**config.mk**
```make
export PLATFORM = sky130hd
export DESIGN_NAME = pin_drive_and_function_mux
export DESIGN_NICKNAME = d
export VERILOG_FILES = /design/src/hdl/pin_mux_pkg.sv /design/src/hdl/masked_reg.sv /design/src/hdl/pin_drive_and_function_mux.sv
export SDC_FILE = /design/constraint.sdc
export NUM_CORES = 1
export LEC_CHECK = 0
export BUFFER_PORTS_ARGS = -buffer_cell sky130_fd_sc_hd__buf_2
export CORE_AREA = 2 2 136 138
export DETAILED_ROUTE_END_ITERATION = 10
export DIE_AREA = 0 0 138 140
export GPL_ROUTABILITY_DRIVEN = 0
export PLACE_DENSITY = 0.79
export SLEW_MARGIN = 5
export SYNTH_ARGS = -nofsm -noshare
export SYNTH_HDL_FRONTEND = slang
export SYNTH_SLANG_ARGS = --single-unit
```
**constraint.sdc**
```tcl
create_clock -name core_clk -period 1.8 [get_ports core_clk]
set_input_delay 0.18 -clock core_clk [delete_from_list [all_inputs] [get_ports core_clk]]
set_output_delay 0.18 -clock core_clk [all_outputs]
set_load 0.05 [all_outputs]
```
**src/hdl/pin_mux_pkg.sv**
```systemverilog
// Package with register map, field layouts and types of the pin drive and function mux.
`default_nettype none
package pin_mux_pkg;
    localparam int ADDR_W = 5;
    localparam int DATA_W = 8;
    localparam logic [4:0] OFS_DRIVE_1 = 5'h00;
    localparam logic [4:0] OFS_DRIVE_2 = 5'h01;
    localparam logic [4:0] OFS_PA_FUNC_0 = 5'h02;
    localparam logic [4:0] OFS_PA_FUNC_1 = 5'h03;
    localparam logic [4:0] OFS_PB_FUNC_0 = 5'h04;
    localparam logic [4:0] OFS_PB_FUNC_1 = 5'h05;
    localparam logic [4:0] OFS_PC_FUNC_0 = 5'h06;
    localparam logic [4:0] OFS_PC_FUNC_1 = 5'h07;
    localparam logic [4:0] OFS_PD_FUNC_0 = 5'h08;
    localparam logic [4:0] OFS_PD_FUNC_1 = 5'h09;
    localparam logic [4:0] OFS_PE_FUNC_0 = 5'h0a;
    localparam logic [4:0] OFS_PE_FUNC_1 = 5'h0b;
    localparam logic [4:0] OFS_PF_FUNC_0 = 5'h0c;
    localparam logic [4:0] OFS_PF_FUNC_1 = 5'h0d;
    localparam logic [4:0] OFS_IN_SEL_0 = 5'h0e;
    localparam logic [4:0] OFS_IN_SEL_2 = 5'h0f;
    localparam logic [4:0] OFS_IN_SEL_3 = 5'h10;
    localparam logic [4:0] OFS_DIR_BASE = 5'h11;
    localparam int NUM_FUNC_REGS = 12;
    localparam int NUM_PORTS = 6;
    localparam logic [7:0] RESET_ZERO = 8'h00;
    localparam logic [7:0] RESET_DIR = 8'hff;
    // Writable masks; unimplemented bits read zero and ignore writes.
    localparam logic [7:0] MASK_PA_FUNC_0 = 8'hcc;
    localparam logic [7:0] MASK_PB_FUNC_1 = 8'hf3;
    localparam logic [7:0] MASK_PD_FUNC_1 = 8'h3f;
    localparam logic [7:0] MASK_PE_FUNC_1 = 8'h03;
    localparam logic [7:0] MASK_IN_SEL_0 = 8'h7f;
    localparam logic [7:0] MASK_IN_SEL_2 = 8'h7f;
    localparam logic [7:0] MASK_IN_SEL_3 = 8'h03;
    localparam logic [7:0] MASK_FULL = 8'hff;
    localparam int FLD_HI = 6;
    localparam int FLD_MID = 4;
    localparam int FLD_LO_MID = 2;
    localparam int FLD_LO = 0;
    localparam int PIN_A1_FLD = 2;
    localparam logic [1:0] FUNC_SLAVE_SEL = 2'h3;

    typedef enum logic [1:0] {
        LEVEL_0,
        LEVEL_1,
        LEVEL_2,
        LEVEL_3
    } drive_level_type;

    typedef struct packed {
        drive_level_type portd_low;
        drive_level_type portc_high;
        drive_level_type portc_low;
        drive_level_type portf_high;
        drive_level_type portf_low;
        drive_level_type porte_pin4;
        drive_level_type porte_rest;
    } drive_levels_type;

    typedef struct packed {
        logic [ADDR_W-1:0] addr;
        logic [DATA_W-1:0] wdata;
        logic wr;
        logic rd;
    } reg_req_type;
endpackage : pin_mux_pkg
`default_nettype wire

```
**src/hdl/masked_reg.sv**
```systemverilog
// One 8-bit software register with a writable-bit mask.
`timescale 1ns/1ps
`default_nettype none
module masked_reg #(
    parameter logic [7:0] MASK = 8'hff,
    parameter logic [7:0] RESET_VALUE = 8'h00
) (
    input wire logic core_clk,
    input wire logic rst,
    input wire logic wr_en,
    input wire logic [7:0] wdata,
    output logic [7:0] value
);
    logic [7:0] value_r;

    always_ff @(posedge core_clk) begin
        if (rst) begin
            value_r <= RESET_VALUE & MASK;
        end else if (wr_en) begin
            value_r <= wdata & MASK;
        end
    end

    assign value = value_r;
endmodule // masked_reg
`default_nettype wire

```
**src/hdl/pin_drive_and_function_mux.sv**
```systemverilog
// Pin drive level and pin function select registers with decoded outputs.
//
// The register addresses and the address-and-strobe port were left to the implementer.
`timescale 1ns/1ps
`default_nettype none
module pin_drive_and_function_mux #(
    parameter int PINS_PER_PORT = 8
) (
    input wire logic core_clk,
    input wire logic rst,
    input wire logic [pin_mux_pkg::ADDR_W-1:0] reg_addr,
    input wire logic [pin_mux_pkg::DATA_W-1:0] reg_wdata,
    input wire logic reg_wr,
    input wire logic reg_rd,
    output logic [pin_mux_pkg::DATA_W-1:0] reg_rdata,
    input wire logic [pin_mux_pkg::NUM_PORTS*8-1:0] pin_in,
    input wire logic [pin_mux_pkg::NUM_PORTS*8-1:0] pin_out_data,
    output logic [pin_mux_pkg::NUM_PORTS*8-1:0] pin_oe,
    output logic [pin_mux_pkg::NUM_PORTS*8-1:0] pin_out,
    output pin_mux_pkg::drive_levels_type drive_levels,
    output logic [pin_mux_pkg::NUM_FUNC_REGS*8-1:0] func_select,
    output logic [23:0] input_select,
    output logic serial_slave_select,
    output logic external_interrupt_zero
);
    import pin_mux_pkg::*;

    // Port widths are fixed at eight pins, so any other count is refused.
    if (PINS_PER_PORT != 8) begin : g_bad_pins
        $error("pin_drive_and_function_mux supports only 8 pins per port");
    end

    reg_req_type req;
    logic [7:0] drive1_val;
    logic [7:0] drive2_val;
    logic [7:0] func_val [NUM_FUNC_REGS];
    logic [7:0] insel_val [3];
    logic [7:0] dir_val [NUM_PORTS];
    logic [7:0] rdata_nxt;
    logic [7:0] rdata_r;
    logic [7:0] drive2_r;
    logic pin_a1_in;
    logic drive1_wr;
    logic drive2_wr;
    logic [NUM_FUNC_REGS-1:0] func_wr;
    logic [2:0] insel_wr;
    logic [NUM_PORTS-1:0] dir_wr;
    logic [1:0] pin_a1_code;
    logic pin_a1_is_slave;
    logic pin_a1_is_gpio;
    logic pin_a1_is_input;

    assign req = '{addr: reg_addr, wdata: reg_wdata, wr: reg_wr, rd: reg_rd};

    localparam logic [7:0] FUNC_MASKS [NUM_FUNC_REGS] = '{
        MASK_PA_FUNC_0, MASK_FULL, MASK_FULL, MASK_PB_FUNC_1,
        MASK_FULL, MASK_FULL, MASK_FULL, MASK_PD_FUNC_1,
        MASK_FULL, MASK_PE_FUNC_1, MASK_FULL, MASK_FULL};
    localparam logic [7:0] INSEL_MASKS [3] = '{MASK_IN_SEL_0, MASK_IN_SEL_2, MASK_IN_SEL_3};

    // Write decode gives one strobe per register and none for unmapped offsets.
    always_comb begin
        drive1_wr = 1'b0;
        drive2_wr = 1'b0;
        func_wr = '0;
        insel_wr = '0;
        dir_wr = '0;
        if (req.wr) begin
            case (req.addr)
                OFS_DRIVE_1: begin
                    drive1_wr = 1'b1;
                end
                OFS_DRIVE_2: begin
                    drive2_wr = 1'b1;
                end
                OFS_PA_FUNC_0: begin
                    func_wr[0] = 1'b1;
                end
                OFS_PA_FUNC_1: begin
                    func_wr[1] = 1'b1;
                end
                OFS_PB_FUNC_0: begin
                    func_wr[2] = 1'b1;
                end
                OFS_PB_FUNC_1: begin
                    func_wr[3] = 1'b1;
                end
                OFS_PC_FUNC_0: begin
                    func_wr[4] = 1'b1;
                end
                OFS_PC_FUNC_1: begin
                    func_wr[5] = 1'b1;
                end
                OFS_PD_FUNC_0: begin
                    func_wr[6] = 1'b1;
                end
                OFS_PD_FUNC_1: begin
                    func_wr[7] = 1'b1;
                end
                OFS_PE_FUNC_0: begin
                    func_wr[8] = 1'b1;
                end
                OFS_PE_FUNC_1: begin
                    func_wr[9] = 1'b1;
                end
                OFS_PF_FUNC_0: begin
                    func_wr[10] = 1'b1;
                end
                OFS_PF_FUNC_1: begin
                    func_wr[11] = 1'b1;
                end
                OFS_IN_SEL_0: begin
                    insel_wr[0] = 1'b1;
                end
                OFS_IN_SEL_2: begin
                    insel_wr[1] = 1'b1;
                end
                OFS_IN_SEL_3: begin
                    insel_wr[2] = 1'b1;
                end
                OFS_DIR_BASE: begin
                    dir_wr[0] = 1'b1;
                end
                OFS_DIR_BASE + 5'h01: begin
                    dir_wr[1] = 1'b1;
                end
                OFS_DIR_BASE + 5'h02: begin
                    dir_wr[2] = 1'b1;
                end
                OFS_DIR_BASE + 5'h03: begin
                    dir_wr[3] = 1'b1;
                end
                OFS_DIR_BASE + 5'h04: begin
                    dir_wr[4] = 1'b1;
                end
                OFS_DIR_BASE + 5'h05: begin
                    dir_wr[5] = 1'b1;
                end
                default: begin
                    dir_wr = '0;
                end
            endcase
        end
    end

    // Drive level register one holds the port C and port D fields.
    masked_reg #(.MASK(MASK_FULL), .RESET_VALUE(RESET_ZERO)) u_drive1 (
        .core_clk(core_clk),
        .rst(rst),
        .wr_en(drive1_wr),
        .wdata(req.wdata),
        .value(drive1_val)
    );

    // Drive level register two holds the port E and port F fields.
    // all bits writable, reset zero
    always_ff @(posedge core_clk) begin
        if (rst) begin
            drive2_r <= RESET_ZERO;
        end else if (drive2_wr) begin
            drive2_r <= req.wdata;
        end
    end
    assign drive2_val = drive2_r;

    genvar gi;
    generate
        for (gi = 0; gi < NUM_FUNC_REGS; gi++) begin : g_func
            masked_reg #(.MASK(FUNC_MASKS[gi]), .RESET_VALUE(RESET_ZERO)) u_func (
                .core_clk(core_clk),
                .rst(rst),
                .wr_en(func_wr[gi]),
                .wdata(req.wdata),
                .value(func_val[gi])
            );
            assign func_select[gi*8 +: 8] = func_val[gi];
        end
        for (gi = 0; gi < 3; gi++) begin : g_insel
            masked_reg #(.MASK(INSEL_MASKS[gi]), .RESET_VALUE(RESET_ZERO)) u_insel (
                .core_clk(core_clk),
                .rst(rst),
                .wr_en(insel_wr[gi]),
                .wdata(req.wdata),
                .value(insel_val[gi])
            );
            assign input_select[gi*8 +: 8] = insel_val[gi];
        end
        for (gi = 0; gi < NUM_PORTS; gi++) begin : g_dir
            masked_reg #(.MASK(MASK_FULL), .RESET_VALUE(RESET_DIR)) u_dir (
                .core_clk(core_clk),
                .rst(rst),
                .wr_en(dir_wr[gi]),
                .wdata(req.wdata),
                .value(dir_val[gi])
            );
            assign pin_oe[gi*8 +: 8] = ~dir_val[gi];
            assign pin_out[gi*8 +: 8] = pin_out_data[gi*8 +: 8];
        end
    endgenerate

    always_comb begin
        drive_levels.portd_low = drive_level_type'(drive1_val[FLD_MID +: 2]);
        drive_levels.portc_high = drive_level_type'(drive1_val[FLD_LO_MID +: 2]);
        drive_levels.portc_low = drive_level_type'(drive1_val[FLD_LO +: 2]);
        drive_levels.portf_high = drive_level_type'(drive2_val[FLD_HI +: 2]);
        drive_levels.portf_low = drive_level_type'(drive2_val[FLD_MID +: 2]);
        drive_levels.porte_pin4 = drive_level_type'(drive2_val[FLD_LO_MID +: 2]);
        drive_levels.porte_rest = drive_level_type'(drive2_val[FLD_LO +: 2]);
    end

    assign pin_a1_in = pin_in[1];
    assign pin_a1_code = func_val[0][PIN_A1_FLD +: 2];
    always_comb begin
        pin_a1_is_slave = 1'b0;
        pin_a1_is_gpio = 1'b0;
        case (pin_a1_code)
            FUNC_SLAVE_SEL: begin
                pin_a1_is_slave = 1'b1;
            end
            default: begin
                pin_a1_is_gpio = 1'b1;
            end
        endcase
    end
    assign pin_a1_is_input = dir_val[0][1];
    assign serial_slave_select = pin_a1_is_slave && pin_a1_in;
    assign external_interrupt_zero = pin_a1_is_gpio && pin_a1_is_input && pin_a1_in;

    // Read mux; unmapped offsets read zero.
    always_comb begin
        rdata_nxt = 8'h00;
        case (req.addr)
            OFS_DRIVE_1: begin
                rdata_nxt = drive1_val;
            end
            OFS_DRIVE_2: begin
                rdata_nxt = drive2_val;
            end
            OFS_PA_FUNC_0: begin
                rdata_nxt = func_val[0];
            end
            OFS_PA_FUNC_1: begin
                rdata_nxt = func_val[1];
            end
            OFS_PB_FUNC_0: begin
                rdata_nxt = func_val[2];
            end
            OFS_PB_FUNC_1: begin
                rdata_nxt = func_val[3];
            end
            OFS_PC_FUNC_0: begin
                rdata_nxt = func_val[4];
            end
            OFS_PC_FUNC_1: begin
                rdata_nxt = func_val[5];
            end
            OFS_PD_FUNC_0: begin
                rdata_nxt = func_val[6];
            end
            OFS_PD_FUNC_1: begin
                rdata_nxt = func_val[7];
            end
            OFS_PE_FUNC_0: begin
                rdata_nxt = func_val[8];
            end
            OFS_PE_FUNC_1: begin
                rdata_nxt = func_val[9];
            end
            OFS_PF_FUNC_0: begin
                rdata_nxt = func_val[10];
            end
            OFS_PF_FUNC_1: begin
                rdata_nxt = func_val[11];
            end
            OFS_IN_SEL_0: begin
                rdata_nxt = insel_val[0];
            end
            OFS_IN_SEL_2: begin
                rdata_nxt = insel_val[1];
            end
            OFS_IN_SEL_3: begin
                rdata_nxt = insel_val[2];
            end
            OFS_DIR_BASE: begin
                rdata_nxt = dir_val[0];
            end
            OFS_DIR_BASE + 5'h01: begin
                rdata_nxt = dir_val[1];
            end
            OFS_DIR_BASE + 5'h02: begin
                rdata_nxt = dir_val[2];
            end
            OFS_DIR_BASE + 5'h03: begin
                rdata_nxt = dir_val[3];
            end
            OFS_DIR_BASE + 5'h04: begin
                rdata_nxt = dir_val[4];
            end
            OFS_DIR_BASE + 5'h05: begin
                rdata_nxt = dir_val[5];
            end
            default: begin
                rdata_nxt = 8'h00;
            end
        endcase
    end

    always_ff @(posedge core_clk) begin
        if (rst) begin
            rdata_r <= 8'h00;
        end else if (req.rd) begin
            rdata_r <= rdata_nxt;
        end else begin
            rdata_r <= 8'h00;
        end
    end
    assign reg_rdata = rdata_r;
endmodule // pin_drive_and_function_mux
`default_nettype wire

```
==> summary.md <==
| Metric | Value |
|---|---|
| Clock root cell | clkbuf_16 |
| Headroom to the max-slew limit | a little under three fifths |
| Fmax | slightly below 600 MHz |
| I/O pin cnt | around 350 |
| Hold-fix buffers, CTS | 0 |
| Synthesized area | 8380 µm² |
| Layout cells sized above 1 | between 20% and 30% |
| Synth unique cells | between 60 and 70 |
| Chip Height | between 100 and 150 µm |
| Critical Path Start Type | flip-flop |
| Finished Layout Cells | between 1k and 1.5k |
| Least-Margin Pin Slew | 0.675 ns |
| Arrival time of the worst setup path | slightly below 2 ns |
| CP cell instances | mux4_2, nand3_1, o21ai_1, a2111oi_4, a31oi_1 |
| Chip Width | around 140 µm |
| CP Data Required Time | approximately 2.1 ns |
| I/O Buffers | around 190 |
| Post-Syn Instances | approximately 980 |
| WP buf/inv | 0 |
| Area of the core | approximately 18000 µm² |
| Post-DR wirelength/cell | 21.6 µm |
| Total power per unit cell area | about 830 nW/µm² |
| Final ANT Viol Nets | 0 |
| Initial DRC count | ~1.2k |
| Die area | 19300 µm² |
| Status | complete, no violations |
| Layout Nets | between 1k and 1.5k |
| Area Growth Syn to Fin | 19.4% |
| Sequential share of the synthesized area | between 40% and 50% |
| Total track usage | 29.6% |
| GRT overflow | 0 |
| Setup violations, final | 0 |
| Lkg Pwr | 0.00505 µW |
| Async SR Flop Fraction | 0% |
| CP max stage cell | mux4_2 |
| CTS tree | built |
| Final Hold Fails | 0 |
| Reg clk slew, reported paths | approximately 0.06 ns |
| Synth warn | 0 |
| RSZ-0062 raised after global routing | no |
| Worst-case clock buffer depth | 2 |
| Number of antenna violations at the first check in global routing | 0 |
| Post-DP HPWL | between 20000 and 25000 µm |
| Diode count | 0 |
| Synthesized area per cell | approximately 8.6 µm² |
| First-pass DRT Iterations | 8 |
| Starting Density | roughly 47% |
| Yosys reg bits | between 150 and 200 |
| Final Power | ~8300 µW |
| Clk Latency, worst-skew pair | ~0.44 ns |
| Via count | 8158 |
| CP max FO | 3 |
| CP peak stage delay | slightly above 0.5 ns |
| Number of synthesized flops with an enable pin | 0 |
| Pin count of the biggest net entering global routing | about 70 |
| Final wirelength | 29600 µm |
| Worst vdd ir | approximately 700 µV |
| Max Slew Vio Count | 0 |
| Crit. End Element | flip-flop |
| Final period util | between 90 and 100% |
| Max-Cap Viols | 0 |
| Num rows | 49 |
| Crit path time final | roughly 1.7 ns |
| H-tree Lvls | 4 |
| Clock sinks | 170 |
| Vias per cell | slightly below 6 |
| Post-route DRC | 0 |
| HP Class | primary input to flip-flop |
| First-pass GRT wire length | roughly 44000 µm |
| Setup tns final | 0 ns |
| Num CTS Buffers | 17 |
| Worst Clk Skew | between 0.008 and 0.009 ns |
| # Post-CTS Setup Buffers | 0 |
| CP Class | flip-flop to flip-flop |
| Vias in the first global route | 7431 |
| Largest delay share family, worst path | compound AO/OA/AOI/OAI gates |
| Cells after DPL | 1343 |
| Ys flop type | dfxtp_1 |
[per-stage QoR]
stage	area, µm²	hold WS, ns	util, %	setup slack [ns]
after global routing	10000	0.112	56.3	0.0527
final	10000	0.109	56.3	0.117
after floorplan	8460	0.298	-	0.128
after CTS	9990	0.0940	56.2	0.0968
after global placement	9430	0.360	53.0	-0.0510
after detailed placement	9430	0.360	53.0	-0.0876
[worst paths after layout]
kind                               startpoint                        end  slack (ns)  depth (start not counted)
setup / recovery  g_insel[1].u_insel.value[3]               reg_rdata[3]        0.12                          5
hold / removal                            rst  g_func[6].u_func.value[4]        0.11                          2
setup reg to reg  g_insel[1].u_insel.value[3]               reg_rdata[3]        0.12                          5
hold reg to reg                   drive2_r[4]                drive2_r[4]        0.47                          2
[cell type report]
| cell class | count | area (µm²) |
|---|---|---|
| clock inverters | 8 | 96.3 |
| repair buffers | 272 | 1650 |
| well taps | 229 | 287 |
| inverters | 50 | 188 |
| multi-input cells | 622 | 3910 |
| flip-flops and latches | 170 | 3400 |
| fillers | 1590 | 7770 |
| clock buffers | 21 | 470 |
[logic make-up (layout without fill, tap and decap cells)]
kind of cell | count (synthesis) | in the layout | share of synthesized area [%]
compound gates | 189 | 189 | 15.7
other cells | 1 | 22 | 0.0448
flops | 170 | 170 | 40.6
mux | 91 | 91 | 11.3
simple gates | 320 | 320 | 18.6
buf+inv | 206 | 351 | 13.8
[worst reg2reg max path: stages, from the launching register on]
cell and delay (ns):
dfxtp_1 0.35, mux4_2 0.51, nand3_1 0.10, o21ai_1 0.10
a2111oi_4 0.37, a31oi_1 0.14
[report_power, final]
part           leakage (µW)  internal, µW  total [µW]  switching [µW]
clock network      0.000280          2120        3620            1500
registers           0.00137          3800        3830            36.0
logic               0.00339           231         877             646
[cell usage after synthesis, types with 9 or more instances]
library cell  number  area [µm²]
buf_4             85         638
clkbuf_1          45         169
nor2_1            84         315
nand3_1           46         230
o21ai_1           12        60.1
buf_2             20         100
nand2_1          105         394
mux2i_1           82         821
o21ai_0           12        60.1
a22oi_1           23         173
dfxtp_1          170        3400
a22o_1             9        78.8
o211ai_1          29         218
a211o_1           14         123
a21oi_1           56         280
and3_1            16         100
inv_1             50         188
[repair_timing]
item / in CTS / in global routing
gates resized for setup: 0 / 1
hold endpoints to repair: 0 / 0
setup endpoints to repair: 0 / 1
[registers in the layout, summed over array words and instances, names as in the netlist]
name and flops:
g_insel.u_insel.value 16, u_drive1.value 8, g_dir.u_dir.value 48, reg_rdata 8
g_func.u_func.value 82, drive2_r 8
[routing by layer]
metal | vias up | global-route usage (%) | wire, µm
li1 | 3605 | - | -
met1 | 3800 | 38.0 | 11000
met2 | 648 | 46.8 | 13600
met3 | 105 | 8.41 | 3920
met4 | 0 | 13.1 | 1170
met5 | - | 0 | 0
[cells in the final DEF, fill, tap and decap left out, types with 22 or more instances in the layout]
| master | instances |
|---|---|
| nor2_1 | 84 |
| a21oi_1 | 56 |
| o211ai_1 | 29 |
| buf_4 | 80 |
| mux2i_1 | 82 |
| a22oi_1 | 23 |
| inv_1 | 50 |
| conb_1 | 22 |
| nand3_1 | 46 |
| dfxtp_1 | 170 |
| nand2_1 | 105 |
| buf_2 | 186 |
Power figures use the tool's default switching activity.
